File: config.mk
export PLATFORM = sky130hd
export DESIGN_NAME = sixteen_bit_timer_counter
export DESIGN_NICKNAME = d
export VERILOG_FILES = /design/src/core/tmr16_pkg.sv /design/src/core/sixteen_bit_timer_counter.sv
export SDC_FILE = /design/constraint.sdc
export NUM_CORES = 1
export LEC_CHECK = 0
export ABC_AREA = 0
export ABC_CLOCK_PERIOD_IN_PS = 3700
export BUFFER_PORTS_ARGS = -buffer_cell sky130_fd_sc_hd__buf_4
export CAP_MARGIN = 10
export CORE_UTILIZATION = 50
export DETAILED_ROUTE_END_ITERATION = 8
export PLACE_DENSITY = 0.7
export SETUP_SLACK_MARGIN = 0.02
export SLEW_MARGIN = 15
export SYNTH_ARGS = -nofsm -noshare
export SYNTH_HDL_FRONTEND = slang
export SYNTH_SLANG_ARGS = --single-unit
File: constraint.sdc
create_clock -name clk_in -period 3.7 [get_ports clk_in]
set_clock_uncertainty 0.05 [all_clocks]
set_input_delay 0.185 -clock clk_in [delete_from_list [all_inputs] [get_ports clk_in]]
set_output_delay 0.185 -clock clk_in [all_outputs]
set_load 0.01 [all_outputs]
File: src/core/tmr16_pkg.sv
// Purpose: Shared constants and types of the 16-bit timer/counter
// Assumes: Byte-wide register port, one system clock
// Notes: Register offsets are word indices on the plain port
package tmr16_pkg;
  // Register port geometry and offsets
  localparam int ADDR_W = 3;
  localparam logic [2:0] OFS_LOW = 3'h0;
  localparam logic [2:0] OFS_HIGH = 3'h1;
  localparam logic [2:0] OFS_CTRL = 3'h2;
  localparam logic [2:0] OFS_STAT = 3'h3;
  localparam logic [2:0] OFS_MASK = 3'h4;
  localparam logic [2:0] OFS_OSC = 3'h5;
  // Control register field positions
  localparam int BIT_RUN = 0;
  localparam int BIT_CSEL = 1;
  localparam int BIT_SYNC_DIS = 2;
  localparam int BIT_STEER_LO = 3;
  localparam int BIT_PS_LO = 4;
  localparam int BIT_PS_HI = 5;
  localparam int BIT_STEER_HI = 6;
  localparam int BIT_WIDE = 7;
  // Status, mask and oscillator register fields
  localparam int BIT_OVF = 0;
  localparam int BIT_OSC_EN = 0;
  // Reset values and constants
  localparam logic [7:0] CTRL_RESET = 8'h00;
  localparam logic [15:0] COUNT_RESET = 16'h0000;
  localparam logic [15:0] COUNT_MAX = 16'hFFFF;
  localparam logic [7:0] BYTE_ZERO = 8'h00;
  localparam logic [2:0] PRESC_ZERO = 3'h0;
  localparam logic [3:0] SPECIAL_EVENT_MODE = 4'hB;
  localparam logic [1:0] PINS_RELEASED = 2'h3;
  localparam logic [1:0] PINS_ZERO = 2'h0;
  localparam int INSTR_DIV_DEFAULT = 4;

  // Request from one capture/compare unit
  typedef struct packed
  {
    logic [3:0] mode;
    logic match;
  } capcomp_req_t;

  // Whole state of the timer/counter
  typedef struct packed
  {
    logic [15:0] count;
    logic [7:0] hi_buf;
    logic [7:0] ctrl;
    logic [2:0] presc;
    logic [7:0] instr_div;
    logic sync_a;
    logic sync_b;
    logic sync_c;
    logic raw_prev;
    logic armed;
    logic [7:0] status;
    logic [7:0] mask;
    logic osc_en;
    logic [7:0] rdata;
    logic irq;
    logic [1:0] pin_oe_n;
    logic [1:0] pin_read;
    logic steer_one;
    logic steer_two;
  } state_t;
endpackage : tmr16_pkg

File: src/core/sixteen_bit_timer_counter.sv
// Purpose: 16-bit timer/counter with prescaler, wide access and steering
// Assumes: clk_in is the oscillator clock; pins are synchronous inputs
// Notes: One rule to a line below, tags as used in the code
// Operation
// - Sixteen-bit up-counter, timer or edge counter, two byte registers.
// - Internal source advances once per instruction cycle, clock over four.
// - External source counts rising edges after the first falling edge.
// - Run bit set lets the count advance; clear holds the value.
// - Prescale field divides the input by one, two, four or eight.
// - Sync-disable bit passes the external clock raw, else synchronised.
// - Internal source ignores the sync-disable bit entirely.
// - Steering bits pick which timer serves each capture/compare unit.
// - Oscillator enabled forces both pins to inputs reading zero.
// - Wide bit selects atomic sixteen-bit access, else two byte accesses.
// - Wide mode: high address is a buffer, low read copies high byte.
// - Wide mode: high write loads buffer; low write loads both bytes.
// - Wide mode: no direct path to the live high byte.
// - Low byte write clears prescaler; high byte write leaves it.
// - Count wraps FFFF to 0000 and latches an overflow flag, gated.
// - Special-event compare match from a steered unit resets the count, except in raw external counting.
// - Software write in the same cycle beats the special-event reset.
// - Special-event reset sets the overflow flag only when it meets a tick at FFFF.
//
// The register addresses and strobed register access were decided locally.
`timescale 1ns/10ps
`default_nettype none
module sixteen_bit_timer_counter #(
  parameter int INSTR_DIV = tmr16_pkg::INSTR_DIV_DEFAULT
)
(
  // Clock and reset
  input wire logic clk_in,
  input wire logic resetn_in,
  // Register port
  input wire logic [tmr16_pkg::ADDR_W-1:0] addr_in,
  input wire logic [7:0] wr_data_in,
  input wire logic wr_en_in,
  input wire logic rd_en_in,
  output logic [7:0] rd_data_out,
  // Count sources
  input wire logic external_count_input_in,
  input wire logic lp_osc_in_pin_in,
  // Shared port pins
  input wire logic [1:0] port_direction_bits_in,
  input wire logic [1:0] port_pin_level_in,
  output logic [1:0] pin_oe_n_out,
  output logic [1:0] pin_read_out,
  // Capture/compare units
  input wire tmr16_pkg::capcomp_req_t capcomp_unit_one_in,
  input wire tmr16_pkg::capcomp_req_t capcomp_unit_two_in,
  output logic steer_one_out,
  output logic steer_two_out,
  // Interrupt
  output logic irq_out
);

  // Divider must fit the instruction phase counter
  if (INSTR_DIV < 1 || INSTR_DIV > 256)
  begin : g_bad_div
    $error("INSTR_DIV out of range");
  end

  localparam logic [7:0] INSTR_LAST = 8'(INSTR_DIV - 1);

  tmr16_pkg::state_t s;
  tmr16_pkg::state_t next_s;

  logic use_ext;
  logic sync_on;
  logic wide;
  logic src_level;
  logic rise_sel;
  logic fall_sel;
  logic instr_tick;
  logic in_tick;
  logic adv;
  logic [1:0] ps_code;
  logic [2:0] presc_limit;
  logic presc_last;
  logic count_tick;
  logic wr_low;
  logic wr_high;
  logic count_write;
  logic wrap;
  logic sev_one;
  logic sev_two;
  logic sev;
  logic sev_ok;

  // Decoded control fields
  assign use_ext = s.ctrl[tmr16_pkg::BIT_CSEL];
  assign sync_on = ~s.ctrl[tmr16_pkg::BIT_SYNC_DIS];
  assign wide = s.ctrl[tmr16_pkg::BIT_WIDE];
  assign ps_code = s.ctrl[tmr16_pkg::BIT_PS_HI:tmr16_pkg::BIT_PS_LO];

  // Oscillator, when on, replaces the external pin as the source
  assign src_level = s.osc_en ? lp_osc_in_pin_in : external_count_input_in;

  // Edge pulses; synchronised path costs two cycles of latency
  assign rise_sel = sync_on ? (s.sync_b & ~s.sync_c)
                            : (src_level & ~s.raw_prev);
  assign fall_sel = sync_on ? (~s.sync_b & s.sync_c)
                            : (~src_level & s.raw_prev);

  // Instruction cycle marker, one clock in INSTR_DIV
  assign instr_tick = (s.instr_div == INSTR_LAST);

  // Source select; sync bit plays no part for the internal source
  assign in_tick = use_ext ? (rise_sel & s.armed)
                           : instr_tick;
  assign adv = s.ctrl[tmr16_pkg::BIT_RUN] & in_tick;

  // Prescaler terminal value is ratio minus one
  assign presc_limit = 3'((4'h1 << ps_code) - 4'h1);
  // Compare as at-or-above so a ratio lowered mid-count never runs to wrap
  assign presc_last = (s.presc >= presc_limit);
  assign count_tick = adv & presc_last;

  // Register strobes
  assign wr_low = wr_en_in & (addr_in == tmr16_pkg::OFS_LOW);
  assign wr_high = wr_en_in & (addr_in == tmr16_pkg::OFS_HIGH);
  assign count_write = wr_low | (wr_high & ~wide);

  // A write freezes the count for that cycle, so no wrap either
  assign wrap = count_tick & ~count_write
              & (s.count == tmr16_pkg::COUNT_MAX);

  // Special events only from units steered onto this counter
  assign sev_one = s.steer_one
                 & (capcomp_unit_one_in.mode == tmr16_pkg::SPECIAL_EVENT_MODE)
                 & capcomp_unit_one_in.match;
  assign sev_two = s.steer_two
                 & (capcomp_unit_two_in.mode == tmr16_pkg::SPECIAL_EVENT_MODE)
                 & capcomp_unit_two_in.match;
  assign sev = sev_one | sev_two;
  // Raw external counting does not honour the reset
  assign sev_ok = sev & ~(use_ext & ~sync_on);

  // Next-state logic
  always_comb
  begin
    next_s = s;
    // Free-running instruction phase
    if (instr_tick)
    begin
      next_s.instr_div = tmr16_pkg::BYTE_ZERO;
    end
    else
    begin
      next_s.instr_div = 8'(s.instr_div + 8'h01);
    end
    // Synchroniser and edge history
    next_s.sync_a = src_level;
    next_s.sync_b = s.sync_a;
    next_s.sync_c = s.sync_b;
    next_s.raw_prev = src_level;
    // Arming waits for a falling edge after selecting external
    if (!use_ext)
    begin
      next_s.armed = 1'b0;
    end
    else if (fall_sel)
    begin
      next_s.armed = 1'b1;
    end
    // Prescaler stops with the counter
    if (adv)
    begin
      next_s.presc = presc_last ? tmr16_pkg::PRESC_ZERO
                                : 3'(s.presc + 3'h1);
    end
    if (wr_low)
    begin
      next_s.presc = tmr16_pkg::PRESC_ZERO;
    end
    // Count update: write beats reset beats increment
    if (count_write)
    begin
      if (wr_low)
      begin
        next_s.count[7:0] = wr_data_in;
        if (wide)
        begin
          next_s.count[15:8] = s.hi_buf;
        end
      end
      else
      begin
        next_s.count[15:8] = wr_data_in;
      end
    end
    else if (sev_ok)
    begin
      next_s.count = tmr16_pkg::COUNT_RESET;
    end
    else if (count_tick)
    begin
      next_s.count = 16'(s.count + 16'h0001);
    end
    // High byte buffer
    if (wide && rd_en_in && addr_in == tmr16_pkg::OFS_LOW)
    begin
      next_s.hi_buf = s.count[15:8];
    end
    if (wide && wr_high)
    begin
      next_s.hi_buf = wr_data_in;
    end
    // Control, mask and oscillator registers
    if (wr_en_in && addr_in == tmr16_pkg::OFS_CTRL)
    begin
      next_s.ctrl = wr_data_in;
    end
    if (wr_en_in && addr_in == tmr16_pkg::OFS_MASK)
    begin
      next_s.mask = wr_data_in;
    end
    if (wr_en_in && addr_in == tmr16_pkg::OFS_OSC)
    begin
      next_s.osc_en = wr_data_in[tmr16_pkg::BIT_OSC_EN];
    end
    // Status clears on read, a same-cycle overflow survives
    if (rd_en_in && addr_in == tmr16_pkg::OFS_STAT)
    begin
      next_s.status = tmr16_pkg::BYTE_ZERO;
    end
    if (wrap)
    begin
      next_s.status[tmr16_pkg::BIT_OVF] = 1'b1;
    end
    // Read data stands for one cycle only
    next_s.rdata = tmr16_pkg::BYTE_ZERO;
    if (rd_en_in)
    begin
      case (addr_in)
        tmr16_pkg::OFS_LOW:
          next_s.rdata = s.count[7:0];
        tmr16_pkg::OFS_HIGH:
          next_s.rdata = wide ? s.hi_buf : s.count[15:8];
        tmr16_pkg::OFS_CTRL:
          next_s.rdata = s.ctrl;
        tmr16_pkg::OFS_STAT:
          next_s.rdata = s.status;
        tmr16_pkg::OFS_MASK:
          next_s.rdata = s.mask;
        tmr16_pkg::OFS_OSC:
          next_s.rdata = {7'h00, s.osc_en};
        default:
          next_s.rdata = tmr16_pkg::BYTE_ZERO;
      endcase
    end
    // Interrupt level rises on the same edge as the status bit
    next_s.irq = |(next_s.status & next_s.mask);
    // Pin override while the oscillator owns the pins
    next_s.pin_oe_n = next_s.osc_en ? tmr16_pkg::PINS_RELEASED
                                    : port_direction_bits_in;
    next_s.pin_read = next_s.osc_en ? tmr16_pkg::PINS_ZERO
                                    : port_pin_level_in;
    // Steering: 1x both units, 01 unit two only, 00 neither
    next_s.steer_one = next_s.ctrl[tmr16_pkg::BIT_STEER_HI];
    next_s.steer_two = next_s.ctrl[tmr16_pkg::BIT_STEER_HI]
                     | next_s.ctrl[tmr16_pkg::BIT_STEER_LO];
  end

  // State register
  always_ff @(posedge clk_in or negedge resetn_in)
  begin
    if (!resetn_in)
    begin
      s <= '0;
      s.ctrl <= tmr16_pkg::CTRL_RESET;
      s.count <= tmr16_pkg::COUNT_RESET;
      s.pin_oe_n <= tmr16_pkg::PINS_RELEASED;
    end
    else
    begin
      s <= next_s;
    end
  end

  // Outputs straight from the state flops
  assign rd_data_out = s.rdata;
  assign pin_oe_n_out = s.pin_oe_n;
  assign pin_read_out = s.pin_read;
  assign steer_one_out = s.steer_one;
  assign steer_two_out = s.steer_two;
  assign irq_out = s.irq;
endmodule : sixteen_bit_timer_counter
`default_nettype wire

# [Yosys cells after proc, flatten, opt, wreduce, memory -nomap -nowiden]
# Index checks and enable logic that the tools add are counted.
[op_classes] reduce_logical=13 bitwise_logic=29 n_addsub=4 multipliers=0 order_cmp=1 div_mod_pow=0 muxes=27 eq_ne=11 shifts=1
[op_table] op="$mux 8" count=9
[op_table] op="$mux 16" count=3
[op_table] op="$pmux 8 s6" count=1
[op_table] op="$and 1x1->1" count=18
[op_table] op="$add 16x1->16 const B" count=1
[op_table] op="$eq 16x16->1 const B" count=1
[op_table] op="$mux 3" count=3
[op_table] op="$add 8x1->8 const B" count=1
[op_table] op="$and 8x8->8" count=1
[op_table] op="$eq 4x4->1 const B" count=2
[op_table] op="$eq 8x2->1 const B" count=1
[op_table] op="$mux 1" count=8
[op_table] op="$reduce_or 8->1" count=1
[op_table] op="$logic_and 1x1->1" count=7
[op_table] op="$mux 7" count=1
[op_table] op="$not 1->1" count=7
[op_table] op="$eq 3x2->1 const B" count=2
[op_table] op="$eq 3x3->1 const B" count=2
[op_table] op="$mux 2" count=2
[op_table] op="$reduce_bool 2->1" count=2
[op_table] op="$add 3x1->3 const B" count=1
[op_table] op="$eq 3x1->1 const B" count=1
[op_table] op="$ge 3x3->1" count=1
[op_table] op="$logic_not 3->1" count=1
[op_table] op="other kinds (7)" count=9
[word_totals] latch_bits=0 ramBits=0 output_inout_bits=15 in_bits=31 n_memories=0 wordCells=106 rom_bits=0 reg_bits=79

# [Longest topological paths before layout]
[depth] word_depth=12 ltp_mapped=9 depth_no_buf=7

# [Least setup slack after synthesis]
# OpenSTA, ideal clock, no wires.
[synth_path] path_kind="flip-flop to flip-flop" startpoint="register s (netlist bit ps_code[0])" endpoint="register s[64] (netlist bit)" n_path_buf=1 period_less_slack_ns=2.524 t_required_ns=3.525 setup_time_ns=0.125 t_arrival_ns=2.349 stages_incl_launch_ff=9 slack_ns=1.176 cell_sequence="dfrtp_1 > or2_2 > ha_1 > nand2b_1 > a31oi_1 > or4_1 > buf_2 > a21oi_2 > mux2_2"
[synth_via] elab_chain_len=6
[synth_lines] element="start, declared" line="sixteen_bit_timer_counter.sv:65" text="tmr16_pkg::state_t s;"
[synth_lines] element="start signal, assigned" line="sixteen_bit_timer_counter.sv:277" text="s <= next_s;"
[synth_lines] element="$shl 1x2->3" line="sixteen_bit_timer_counter.sv:114" text="assign presc_limit = 3'((4'h1 << ps_code) - 4'h1);"
[synth_lines] element="$sub 3x1->3" line="sixteen_bit_timer_counter.sv:114"
[synth_lines] element="$ge 3x3->1" line="sixteen_bit_timer_counter.sv:116" text="assign presc_last = (s.presc >= presc_limit);"
[synth_lines] element="$and 1x1->1" line="sixteen_bit_timer_counter.sv:117" text="assign count_tick = adv & presc_last;"
[synth_lines] element="$reduce_bool 3->1 (no source line)"
[synth_lines] element="$reduce_and 2->1 (no source line)"
# No other way between the ends.
# A chain may end at the register's enable or synchronous reset.

# [Final worst setup path]
[layout_path] startpoint="register s (netlist bit ps_code[0])" endpoint="register s[65] (netlist bit)"
# The elaborated chain is that of the path after synthesis.

==> metrics.txt <==
peak supply drop=0.000326 V; grt total ovfl=0; CP Depth=7; kind of critical path=register to register; Area Overhead vs Synth=14.0%; total track usage=0.270; FMAX=328 MHz; Setup Viol. Count Final=0; Hold Path Cell Cnt=3; asr flop ratio synth=1.00; cts bufs inserted=9; Reg clk slew, reported paths=0.08 ns; I/O pin cnt=46; vias in the first global route=3353; PnR Total Power=2.39 mW; first-pass GRT wire length=17800 um; buffer depth of the longest clock path=2; Hold Fails Final Rpt=0; actual slew at the worst max-slew pin=0.954 ns; max cap viols=0; final net count=500; crit end category=register; Hold Path Class=primary input to register; Top Usage Layer GRT=met2; slowest CP cell=or4_1; R2R Path Start=ps_code[0]; post-synth cell types=59; max incr delay on CP=0.85 ns; row count=33; synthesized area=0.00426 mm^2; Initial Utilization=0.519; TNS Setup=0 ns; total wire length=11000 um; vias per cell=6.23; CP Data Arrival Time=3.24 ns; number of port buffers=45; dpl hpwl=7820 um; DP Worst Slack=slightly above 0.7 ns; first drt pass iteration count=5; setup ws final=about 0.65 ns; top cell family by delay on the critical path=simple AND/OR/NAND/NOR gates; antenna cells=0; initial antenna violation count=0; P_leak=2.13 nW; status=finished clean; Power Dens Cells=slightly below 500 mW/mm^2; Clock Latency Late Sink=roughly 0.36 ns; Main synth FF type=dfrtp_1; Critical Path Fanout Max=16; antenna-violating nets left=0; Syn Area/Cell=9.92 um^2; Worst Path Required=3.90 ns; final period utilization=0.823; Worst Setup SP=ps_code[0]; Die Span Y=94.4 um; final-report max-slew violation count=0; die area=0.00890 mm^2; Fillers=725; Post-synth EDFFs=0; detailed-route via count=3572; total core area=0.00822 mm^2; Synthesized Nets=467; largest net degree at the start of global routing=79; layout cell share with drive strength beyond 1=0.201; met1 Use GR=0.379; Post-Synthesis Cells=430; wire length per cell=19.2 um; unrepaired setup endpoints after global routing=no; drt drc=0; initial DRC count=304; total number of yosys warnings=0; Seq/Total Area, Yosys=0.458; CTS Root Cell=clkbuf_8; TritonCTS clock tree=done; Setup Buffers After CTS=0; Min Hold Slack=about 0.032 ns; gp weighted congestion=0.893; DIE WIDTH=roughly 94 um; hold path start=external_count_input_in; #FFs+latches synth=78; r2r worst-path depth=7; grt met2 use=0.406; slew margin rel.=0.364; Worst Path Buf+Inv=0; Setup crit start kind=register; met3 usage=0.0660; Final Critical Period=3.05 ns; Clock Sinks=between 70 and 80; H-tree levels=3; cells along the critical path=or2_2 -> ha_1 -> nand2b_1 -> a31oi_1 -> or4_1 -> a21oi_2 -> mux2_2
[worst reg2reg max path, cell delays in order (launching register included)]
cell      delay (ns)
dfrtp_1         0.42
or2_2           0.32
ha_1            0.30
nand2b_1        0.11
a31oi_1         0.18
or4_1           0.85
a21oi_2         0.35
mux2_2          0.36
[final cells by class]
type / count / area, um^2 / area share
multi-input cells: 312 / 2100 / 0.432
repair buffers: 54 / 418 / 0.0859
clock inverters: 7 / 104 / 0.0214
clock buffers: 9 / 124 / 0.0255
flip-flops and latches: 78 / 1950 / 0.402
inverters: 8 / 30.0 / 0.00618
well taps: 105 / 131 / 0.0270
[cells in the final DEF (no fill, tap or decap), types with 6 or more instances in the layout]
cell type | synthesis | layout
a211oi_1 | 6 | 6
dfrtp_1 | 76 | 76
o221ai_1 | 6 | 6
inv_1 | 8 | 8
and3_1 | 9 | 9
and2_1 | 22 | 22
o21ai_0 | 24 | 24
a31oi_1 | 7 | 7
nor2_1 | 18 | 18
nor3_1 | 10 | 10
ha_1 | 6 | 6
buf_4 | 12 | 49
mux2i_1 | 19 | 19
a22oi_1 | 11 | 11
clkbuf_8 | 0 | 9
mux2_2 | 21 | 21
nand2_1 | 45 | 45
nand4_1 | 6 | 6
a21oi_1 | 9 | 9
or3_1 | 6 | 6
nand3_1 | 16 | 16
nand2b_1 | 7 | 7
[synthesized netlist by cell type (6+ instances only)]
| cell type | number | area [um^2] |
|---|---|---|
| nor2_1 | 18 | 67.6 |
| o221ai_1 | 6 | 52.6 |
| nand3_1 | 16 | 80.1 |
| ha_1 | 6 | 75.1 |
| and3_1 | 9 | 56.3 |
| inv_1 | 8 | 30.0 |
| a21oi_1 | 9 | 45.0 |
| o21ai_0 | 24 | 120 |
| nor3_1 | 10 | 50.1 |
| mux2_2 | 21 | 236 |
| a22oi_1 | 11 | 82.6 |
| nand2b_1 | 7 | 43.8 |
| nand4_1 | 6 | 37.5 |
| nand2_1 | 45 | 169 |
| dfrtp_1 | 76 | 1900 |
| clkbuf_1 | 12 | 45.0 |
| or3_1 | 6 | 37.5 |
| and2_1 | 22 | 138 |
| a31oi_1 | 7 | 43.8 |
| a211oi_1 | 6 | 45.0 |
| mux2i_1 | 19 | 190 |
| buf_4 | 12 | 90.1 |
[cell families (layout without fill, tap and decap cells)]
group | count (synthesis) | count (layout) | share of synthesized area
AND/OR/NAND/NOR | 160 | 160 | 0.200
AO/OA/AOI/OAI | 100 | 100 | 0.163
flip-flops | 78 | 78 | 0.458
multiplexers | 40 | 40 | 0.100
buffers and inverters | 40 | 78 | 0.0490
adder cells (fa/ha/maj) | 6 | 6 | 0.0176
XOR/XNOR | 6 | 6 | 0.0123
[where the power goes]
part	total (mW)	switching (mW)	internal (mW)	leakage, nW
registers	1.12	0.135	0.982	1.02
clock network	0.729	0.341	0.388	0.114
logic	0.549	0.289	0.259	0.996
[sequential cells by signal (all words and copies together) (netlist names)]
name	cells
irq_out	1
next_s	1
ps_code	2
rd_data_out	8
s	61
steer_two_out	1
pin_oe_n_out	2
pin_read_out	2
[stage by stage]
step | instance area, um^2 | cells | util
after floorplan | 4260 | 430 | -
after global placement | 4580 | 552 | 0.558
after detailed placement | 4580 | 552 | 0.558
after CTS | 4860 | 573 | 0.592
after global routing | 4860 | 573 | 0.592
final | 4860 | 573 | 0.592
[metal layers]
metal  vias up  wire, um  share of wire
li1       1642         -              -
met1      1747      4890           0.44
met2       163      4990           0.45
met3        20       868          0.079
met4         0       266          0.024
met5         -         0              0
[final timing paths]
check / endpoint / slack [ns]
setup / recovery: s[65] / 0.65
hold reg to reg: s[34] / 0.37
max in group asynchronous: s[48] / 2.52
min in group asynchronous: s[20] / 0.48
hold / removal: s[33] / 0.03
setup reg to reg: s[65] / 0.65
[repair_timing]
item                      CTS  global route
gates resized for setup     0             0
hold endpoints to repair   80             0
hold buffers                5             0
Power figures use the tool's default switching activity.
